`src/inc/boot_cfg_pkg.sv`:
```
// package: constants and carrier types for the hub configuration boot loader
package boot_cfg_pkg;

  // ---------------------------------------------------------------
  // timing and sizes
  // ---------------------------------------------------------------
  localparam int unsigned CLK_MHZ          = 100;   // core clock rate in MHz
  localparam int unsigned PROBE_TIME_US    = 10;    // time allowed for a source to answer, in us
  localparam int unsigned PROBE_CYCLES     = PROBE_TIME_US * CLK_MHZ;
  localparam int unsigned CNT_W            = 16;    // width of the probe timer
  localparam int unsigned OTP_PAGE_BYTES   = 200;   // bytes in one otp configuration page
  localparam int unsigned OTP_PAGES        = 4;     // successive otp pages
  localparam int unsigned OTP_ADDR_W       = 10;    // byte address width into the otp store
  localparam int unsigned EEPROM_MIN_BYTES = 512;   // least capacity of a usable eeprom

  // ---------------------------------------------------------------
  // strap encodings and reset values
  // ---------------------------------------------------------------
  localparam logic [1:0] REF_SEL_12MHZ   = 2'h3;    // both select straps high
  localparam logic [1:0] REF_SEL_RST     = 2'h0;    // select value held during reset
  localparam logic       SMBUS_EN_RST    = 1'h0;    // smbus enable held during reset
  localparam logic [1:0] SYNC_RST        = 2'h0;    // synchroniser pair after reset

  // ---------------------------------------------------------------
  // configuration source chosen by the boot sequence
  // ---------------------------------------------------------------
  typedef enum logic [2:0] {
    SRC_NONE,
    SRC_SPI,
    SRC_SMBUS,
    SRC_EEPROM,
    SRC_ROM
  } cfg_src_t;

  // probe answer from the outside source interface logic
  typedef struct packed {
    logic done;    // probe finished this cycle
    logic found;   // source present and valid
  } probe_rsp_t;

  // probe requests to the source interface logic
  typedef struct packed {
    logic spi;     // look for signed flash
    logic eeprom;  // look for serial eeprom
  } probe_req_t;

endpackage : boot_cfg_pkg

```
`src/rtl/hub_config_boot_loader.sv`:
```
// module: power-up configuration source selection for the hub controller
//
// Summary of operation
// - probe spi flash first, need valid signature
// - no flash, then check smbus enable
// - smbus disabled, then try serial eeprom
// - nothing found, use internal rom defaults
// - valid flash enables external rom execution
// - smbus clock strap low means disabled
// - smbus enabled waits forever as slave
// - both reference straps high select 12 mhz
// - assert host attached once host detected and config done
// - one pin senses overcurrent, never driven to enable power
// - otp store is four 200-byte pages
// - suspend switches off oscillator supply
// - stay in reset while reset held low
`timescale 1ns/1ps
module hub_config_boot_loader (
  input  wire logic                            mclk_in,              // core clock, 100 mhz
  input  wire logic                            rst_in,               // async reset, active high
  input  wire logic                            reset_n_pin_in,       // device reset pin, active low
  input  wire logic                            smbus_clk_strap_in,   // smbus clock pin level
  input  wire logic [1:0]                      ref_clock_select_in,  // reference select straps
  input  wire boot_cfg_pkg::probe_rsp_t        spi_rsp_in,           // flash probe answer
  input  wire boot_cfg_pkg::probe_rsp_t        eeprom_rsp_in,        // eeprom probe answer
  input  wire logic                            smbus_cfg_done_in,    // smbus master finished config
  input  wire logic                            host_detected_in,     // upstream host detected
  input  wire logic                            port_power_req_in,    // hub wants ports powered
  input  wire logic                            port_supply_enable_sense_in, // shared pin level
  input  wire logic                            suspend_in,           // usb suspend request
  input  wire logic [1:0]                      otp_page_in,          // otp page to read
  input  wire logic [7:0]                      otp_offset_in,        // byte within the page
  output logic                                 port_supply_enable_sense_out, // shared pin drive
  output logic                                 port_supply_enable_sense_oe_out, // shared pin enable
  output logic                                 overcurrent_sense_out, // overcurrent seen
  output boot_cfg_pkg::probe_req_t             probe_req_out,        // probe requests
  output boot_cfg_pkg::cfg_src_t               cfg_src_out,          // chosen source
  output logic                                 ext_rom_en_out,       // execute from flash
  output logic                                 rom_defaults_out,     // use internal defaults
  output logic                                 smbus_slave_en_out,   // gpios act as smbus slave
  output logic                                 cfg_done_out,         // configuration complete
  output logic                                 ref_12mhz_out,        // 12 mhz reference selected
  output logic [1:0]                           ref_clock_select_out, // latched select straps
  output logic                                 host_attached_out,    // host connected indication
  output logic                                 osc_supply_en_out,    // oscillator and pll supply
  output logic [boot_cfg_pkg::OTP_ADDR_W-1:0]  otp_addr_out,         // otp byte address
  output logic                                 otp_addr_valid_out    // offset inside a page
);

  // ---------------------------------------------------------------
  // declarations
  // ---------------------------------------------------------------
  typedef enum logic [2:0] {
    ST_STRAP,       // catch straps after release
    ST_SPI,         // flash probe
    ST_SMB_CHECK,   // decide on smbus
    ST_SMB_WAIT,    // slave waiting for master
    ST_EEPROM,      // eeprom probe
    ST_RUN          // configured
  } boot_state_t;

  boot_state_t                          state_ff;          // boot sequencer state
  logic [1:0]                           rstn_sync_ff;      // device reset pin synchroniser
  logic [1:0]                           smb_sync_ff;       // smbus strap synchroniser
  logic [1:0]                           ref0_sync_ff;      // select strap 0 synchroniser
  logic [1:0]                           ref1_sync_ff;      // select strap 1 synchroniser
  logic [1:0]                           pwr_sync_ff;       // shared pin synchroniser
  logic [1:0]                           host_sync_ff;      // host detect synchroniser
  logic                                 smbus_en_ff;       // latched smbus enable
  logic [1:0]                           ref_sel_ff;        // latched select straps
  logic                                 dev_rst;           // combined internal reset
  logic [boot_cfg_pkg::OTP_ADDR_W-1:0]  otp_addr;          // from the page mapper
  logic                                 otp_valid;         // from the page mapper

  // ---------------------------------------------------------------
  // input synchronisers
  // ---------------------------------------------------------------
  // every pin level passes two flops before anything reads it
  always_ff @(posedge mclk_in or posedge rst_in) begin
    if (rst_in) begin
      rstn_sync_ff <= boot_cfg_pkg::SYNC_RST;
      smb_sync_ff  <= boot_cfg_pkg::SYNC_RST;
      ref0_sync_ff <= boot_cfg_pkg::SYNC_RST;
      ref1_sync_ff <= boot_cfg_pkg::SYNC_RST;
      pwr_sync_ff  <= boot_cfg_pkg::SYNC_RST;
      host_sync_ff <= boot_cfg_pkg::SYNC_RST;
    end else begin
      rstn_sync_ff <= {rstn_sync_ff[0], reset_n_pin_in};
      smb_sync_ff  <= {smb_sync_ff[0], smbus_clk_strap_in};
      ref0_sync_ff <= {ref0_sync_ff[0], ref_clock_select_in[0]};
      ref1_sync_ff <= {ref1_sync_ff[0], ref_clock_select_in[1]};
      pwr_sync_ff  <= {pwr_sync_ff[0], port_supply_enable_sense_in};
      host_sync_ff <= {host_sync_ff[0], host_detected_in};
    end
  end

  // device is held in reset while its pin reads low
  assign dev_rst = ~rstn_sync_ff[1];

  // ---------------------------------------------------------------
  // strap capture
  // ---------------------------------------------------------------
  // straps are caught once, on the first cycle out of reset, so a pin that
  // later doubles as smbus clock cannot change the boot decision
  always_ff @(posedge mclk_in or posedge rst_in) begin
    if (rst_in) begin
      smbus_en_ff <= boot_cfg_pkg::SMBUS_EN_RST;
      ref_sel_ff  <= boot_cfg_pkg::REF_SEL_RST;
    end else if (dev_rst) begin
      smbus_en_ff <= boot_cfg_pkg::SMBUS_EN_RST;
      ref_sel_ff  <= boot_cfg_pkg::REF_SEL_RST;
    end else if (state_ff == ST_STRAP) begin
      smbus_en_ff <= smb_sync_ff[1];
      ref_sel_ff  <= {ref1_sync_ff[1], ref0_sync_ff[1]};
    end
  end

  // ---------------------------------------------------------------
  // boot sequencer
  // ---------------------------------------------------------------
  // order is flash, then smbus strap, then eeprom, then rom defaults
  always_ff @(posedge mclk_in or posedge rst_in) begin
    if (rst_in) begin
      state_ff <= ST_STRAP;
    end else if (dev_rst) begin
      state_ff <= ST_STRAP;
    end else begin
      unique case (state_ff)
        ST_STRAP: begin
          state_ff <= ST_SPI;
        end
        ST_SPI: begin
          // only a signed flash counts as found
          if (spi_rsp_in.done) begin
            state_ff <= spi_rsp_in.found ? ST_RUN : ST_SMB_CHECK;
          end
        end
        ST_SMB_CHECK: begin
          state_ff <= smbus_en_ff ? ST_SMB_WAIT : ST_EEPROM;
        end
        ST_SMB_WAIT: begin
          // no timeout: stays here until the master says done
          if (smbus_cfg_done_in) begin
            state_ff <= ST_RUN;
          end
        end
        ST_EEPROM: begin
          // capacity check is the eeprom side's duty; we trust its answer
          if (eeprom_rsp_in.done) begin
            state_ff <= ST_RUN;
          end
        end
        ST_RUN: begin
          state_ff <= ST_RUN;
        end
        default: begin
          // codes past the last state are illegal; restart the sequence
          state_ff <= ST_STRAP;
        end
      endcase
    end
  end

  // ---------------------------------------------------------------
  // source outputs
  // ---------------------------------------------------------------
  // the source is recorded when a flash is found, at the smbus check with smbus enabled, or when the eeprom probe ends
  always_ff @(posedge mclk_in or posedge rst_in) begin
    if (rst_in) begin
      cfg_src_out        <= boot_cfg_pkg::SRC_NONE;
      ext_rom_en_out     <= 1'h0;
      rom_defaults_out   <= 1'h0;
      smbus_slave_en_out <= 1'h0;
      cfg_done_out       <= 1'h0;
      probe_req_out      <= '0;
    end else if (dev_rst) begin
      cfg_src_out        <= boot_cfg_pkg::SRC_NONE;
      ext_rom_en_out     <= 1'h0;
      rom_defaults_out   <= 1'h0;
      smbus_slave_en_out <= 1'h0;
      cfg_done_out       <= 1'h0;
      probe_req_out      <= '0;
    end else begin
      probe_req_out.spi    <= (state_ff == ST_STRAP) || (state_ff == ST_SPI && !spi_rsp_in.done);
      probe_req_out.eeprom <= (state_ff == ST_SMB_CHECK && !smbus_en_ff)
                              || (state_ff == ST_EEPROM && !eeprom_rsp_in.done);
      if (state_ff == ST_SPI && spi_rsp_in.done && spi_rsp_in.found) begin
        cfg_src_out    <= boot_cfg_pkg::SRC_SPI;
        ext_rom_en_out <= 1'h1;
        cfg_done_out   <= 1'h1;
      end
      if (state_ff == ST_SMB_CHECK && smbus_en_ff) begin
        cfg_src_out        <= boot_cfg_pkg::SRC_SMBUS;
        smbus_slave_en_out <= 1'h1;
      end
      if (state_ff == ST_SMB_WAIT && smbus_cfg_done_in) begin
        cfg_done_out <= 1'h1;
      end
      if (state_ff == ST_EEPROM && eeprom_rsp_in.done) begin
        cfg_src_out      <= eeprom_rsp_in.found ? boot_cfg_pkg::SRC_EEPROM
                                                : boot_cfg_pkg::SRC_ROM;
        rom_defaults_out <= !eeprom_rsp_in.found;
        cfg_done_out     <= 1'h1;
      end
    end
  end

  // ---------------------------------------------------------------
  // reference select, host indication, port power, suspend
  // ---------------------------------------------------------------
  // shared pin: drive value is high out of reset, low in reset, and output enable stays low, so it is never driven; the power
  // controllers pull it low on overcurrent, so low while power is requested is a fault
  always_ff @(posedge mclk_in or posedge rst_in) begin
    if (rst_in) begin
      ref_12mhz_out                   <= 1'h0;
      ref_clock_select_out            <= boot_cfg_pkg::REF_SEL_RST;
      host_attached_out               <= 1'h0;
      port_supply_enable_sense_out    <= 1'h0;
      port_supply_enable_sense_oe_out <= 1'h0;
      overcurrent_sense_out           <= 1'h0;
      osc_supply_en_out               <= 1'h1;
    end else if (dev_rst) begin
      ref_12mhz_out                   <= 1'h0;
      ref_clock_select_out            <= boot_cfg_pkg::REF_SEL_RST;
      host_attached_out               <= 1'h0;
      port_supply_enable_sense_out    <= 1'h0;
      port_supply_enable_sense_oe_out <= 1'h0;
      overcurrent_sense_out           <= 1'h0;
      osc_supply_en_out               <= 1'h1;
    end else begin
      ref_12mhz_out        <= (ref_sel_ff == boot_cfg_pkg::REF_SEL_12MHZ);
      ref_clock_select_out <= ref_sel_ff;
      host_attached_out    <= host_sync_ff[1] && cfg_done_out;
      port_supply_enable_sense_out    <= 1'h1;
      port_supply_enable_sense_oe_out <= 1'h0;
      overcurrent_sense_out           <= port_power_req_in && !pwr_sync_ff[1];
      osc_supply_en_out               <= !suspend_in;
    end
  end

  // ---------------------------------------------------------------
  // otp paging
  // ---------------------------------------------------------------
  otp_page_addr u_otp_page_addr (
    .page_in   (otp_page_in),
    .offset_in (otp_offset_in),
    .addr_out  (otp_addr),
    .valid_out (otp_valid)
  );

  // registered so the top outputs come from flops
  always_ff @(posedge mclk_in or posedge rst_in) begin
    if (rst_in) begin
      otp_addr_out       <= '0;
      otp_addr_valid_out <= 1'h0;
    end else begin
      otp_addr_out       <= otp_addr;
      otp_addr_valid_out <= otp_valid;
    end
  end

endmodule : hub_config_boot_loader

```
`src/rtl/otp_page_addr.sv`:
```
// module: maps page and offset into a byte address of the otp store
`timescale 1ns/1ps
module otp_page_addr (
  input  wire logic [1:0]                        page_in,
  input  wire logic [7:0]                        offset_in,
  output logic      [boot_cfg_pkg::OTP_ADDR_W-1:0] addr_out,
  output logic                                   valid_out
);

  // ---------------------------------------------------------------
  // address arithmetic
  // ---------------------------------------------------------------
  // pages sit back to back, so address is page times page size plus offset
  always_comb begin
    addr_out  = boot_cfg_pkg::OTP_ADDR_W'(page_in * boot_cfg_pkg::OTP_PAGE_BYTES
                + offset_in);
    valid_out = (32'(offset_in) < boot_cfg_pkg::OTP_PAGE_BYTES);
  end

endmodule : otp_page_addr

```
`config.mk`:
```
export PLATFORM = sky130hd
export DESIGN_NAME = hub_config_boot_loader
export DESIGN_NICKNAME = d
export VERILOG_FILES = /design/src/inc/boot_cfg_pkg.sv /design/src/rtl/hub_config_boot_loader.sv /design/src/rtl/otp_page_addr.sv
export SDC_FILE = /design/constraint.sdc
export NUM_CORES = 1
export LEC_CHECK = 0
export ABC_CLOCK_PERIOD_IN_PS = 2300
export BUFFER_PORTS_ARGS = -buffer_cell sky130_fd_sc_hd__clkbuf_2
export CORE_MARGIN = 2
export CORE_UTILIZATION = 40
export CTS_CLUSTER_SIZE = 14
export DETAILED_ROUTE_END_ITERATION = 16
export SLEW_MARGIN = 0
export SYNTH_ARGS = -nofsm -noshare
export SYNTH_HDL_FRONTEND = slang
export SYNTH_SLANG_ARGS = --single-unit
```
`constraint.sdc`:
```
create_clock -name mclk_in -period 2.3 [get_ports mclk_in]
set_input_delay 0.115 -clock mclk_in [delete_from_list [all_inputs] [get_ports mclk_in]]
set_output_delay 0.115 -clock mclk_in [all_outputs]
set_load 0.05 [all_outputs]
```
==> results.cfg <==
[logic_synthesis]
synthFlopType = dfrtp_1
avgSynthCellArea_um2 = 13.07
synth_area_um2 = 1804
synthesis.instances = 138
synth-compound-area-share_pct = 9.709
yosysWarnings = 0
synth_top_area_share_pct = 61.03
synth_fa_ha_area_share_pct = 5.270
ys_ff_latch = 45
async_flop_share_pct = 100.0
synth.distinct_cells = 49
synth_edf_count = 0
synth_xor_area_share_pct = 2.427
synth.largest_area_cell = dfrtp_1
ys_seq_area_share_pct = 62.48
synth.mux.area_fraction_pct = 2.219
synth_top_family_by_area = simple AND/OR/NAND/NOR gates
synth-simple-area-share_pct = 14.15
syn_nets = 170
ys_top_cells_by_count = 44 x dfrtp_1, 6 x a21oi_1, 6 x ha_1, 6 x nor2_1, 5 x nor3_1
ys_top_cells_by_area = dfrtp_1 61%, ha_1 4.2%, mux2i_1 2.2%, xor2_1 1.9%, a21oi_1 1.7%
synth.most_common_cell = dfrtp_1

[sta]
rsz0062_at_grt = no
holdWs_ns = -0.0004302
max_freq_ghz = 0.6242
skew_ns = 0.004946
setup_viol = 0
drv_slew = 0
final_hold_viol_count = 2
tns_ns = 0
post-route-min-period_ns = 1.602
slew_headroom_pct = 40.09
worst_pin_slew_ns = 0.8973
fin_crit_sh_pct = 69.66
fin_ws_ns = 0.6979

[critical_path]
cp_max_fo = 21
crit_chain = nand2b_1, o311ai_1, o32ai_1
timing.rr.start = state_ff[0]
worstSetupPathType = reg -> reg
critPathTopFamily = flip-flops
critPathBufInv = 0
critical_path.max_stage_delay_ns = 0.75
crit_path_top_delay_cell = dfrtp_1
arrival_ns = 1.76
cp-start-kind = register
r2r_cells = 3
r2r_end = state_ff[1]
cp.depth = 3
required_ns = 2.46
endpoint_kind = register
cp-endpoint = state_ff[1]
startpoint = state_ff[0]
rrSetupSlack_ns = 0.70

[status]
violations = negative hold slack
status = finished, violations left

[floorplan]
die_w_um = 71.16
core-area_um2 = 4354
fp-row-count = 24
die-height_um = 71.16
io_pins = 53
die-area_um2 = 5064
start_util_pct = 41.44

[power]
vdd_drop_max_uv = 442.2
fin_total_pwr_mw = 1.940
power.density_nw_per_um2 = 850.5
p_leak_nw = 1.128

[worst_hold_path]
min_path_type = in -> async

[drt]
drtPass1Iterations = 6
drc = 0
wl_met1_mm = 1.427
drt-total-wl_mm = 3.365
drtAntennaViolNets = 0
routed.top_layer = met4
drt-initial-drc-count = 131
wl_per_cell_um = 13.35
wl_met2_mm = 1.686
viasPerCell = 5.012
via_count = 1263
route.met3.wl_um = 198

[placement]
placedCellCount = 234
gp_congestion = 0.7997
pre_cts_ws_ns = 0.7103
portBuffers = 51
dp_hpwl_mm = 2.423
place_area_um2 = 2079

[final_layout]
diodes = 0
drive_above_1_share_pct = 32.50
stdcell_area_um2 = 2281
area_growth_pct = 26.42
final_util_pct = 52.39
final_nets = 231
final_cell_count_no_fill = 252

[grt]
grt_pass1_vias = 1235
antenna_found_initial = 0
grt_pass1_wl_mm = 5.664
grt_max_degree = 46
gr-usage-all-layers_pct = 14.38
grt-ovfl-total = 0

[clock_network]
cts_tree = done
clk_pin_slew_ns = 0.08
cts_root_buffer = clkbuf_8
clock-sinks = 45
cts_buffer_depth = 2
clk-insertion-delay-late_ns = 0.29
cts_made_buffers = 5
ctsResizeCount = 0
htreeDepth = 2

[run]
cap_violations = 0
area by class of cell:
type | instances | area [um2]
fill | 379 | 2073
sequential | 45 | 1127
multi-input combinational | 81 | 613.1
timing repair buffer | 61 | 355.3
clock buffer | 7 | 96.34
tap | 52 | 65.06
inverter | 5 | 18.77
clock inverter | 1 | 5.005
worst register-to-register path: stages, from the launching register on:
cell	delay (ns)
dfrtp_1	0.75
nand2b_1	0.17
o311ai_1	0.40
o32ai_1	0.15
power breakdown:
part | switching, mW | internal [mW] | total, mW
clock | 0.249 | 0.271 | 0.520
combinational | 0.304 | 0.161 | 0.465
sequential | 0.0879 | 0.867 | 0.955
cell usage in the layout, fill, tap and decap left out, drive strengths merged, types with 2 or more instances in the layout:
master / count
clkbuf: 58
and3: 3
ha: 6
a21oi: 6
mux2i: 4
and2: 2
nor2b: 2
inv: 4
xor2: 4
a21boi: 2
nor3: 6
o31ai: 2
nand3b: 3
nand2: 3
dlygate4sd3: 10
dfrtp: 44
nand3: 4
nor2: 6
clkinv: 2
nor3b: 3
nand4b: 2
o311ai: 2
registers in the layout, indices dropped and copies added (netlist names), 2 cells and up:
name	cells
cfg_src_out	3
host_sync_ff	2
otp_addr_out	10
probe_req_out	2
pwr_sync_ff	2
ref0_sync_ff	2
ref1_sync_ff	2
ref_clock_select_out	2
ref_sel_ff	2
rstn_sync_ff	2
smb_sync_ff	2
state_ff	3
repair_timing:
| action | 4_1_cts | 5_1_grt |
|---|---|---|
| setup buffers | 0 | 0 |
| hold buffers | 10 | 0 |
| hold endpoints to repair | 10 | 0 |
how the worst min path moves through the flow:
stage	startpoint	to	slack [ns]	depth (start not counted)
CTS	rst_in	otp_addr_out[0]	0.04	2
global placement	port_supply_enable_sense_in	pwr_sync_ff[0]	0.22	1
floorplan	host_detected_in	host_sync_ff[0]	0.15	0
detailed placement	smbus_clk_strap_in	smb_sync_ff[0]	0.22	1
global route	port_power_req_in	overcurrent_sense_out	0.05	2
finish	rst_in	otp_addr_out[0]	-0.0004	2
kinds of logic (layout without fill, tap and decap cells):
| group | count (synthesis) | after routing |
|---|---|---|
| AO/OA/AOI/OAI | 24 | 24 |
| XOR/XNOR | 5 | 5 |
| adder cells (fa/ha/maj) | 7 | 7 |
| buffers and inverters | 12 | 74 |
| flip-flops | 45 | 45 |
| multiplexers | 4 | 4 |
| other | 1 | 1 |
| AND/OR/NAND/NOR | 40 | 40 |
layer usage:
metal / vias up / global-route usage (%)
li1: 606 / -
met1: 615 / 17.64
met2: 37 / 23.97
met3: 5 / 3.704
met4: 0 / 6.289
met5: - / 0
Note: power is estimated with default switching activity, not from simulation.
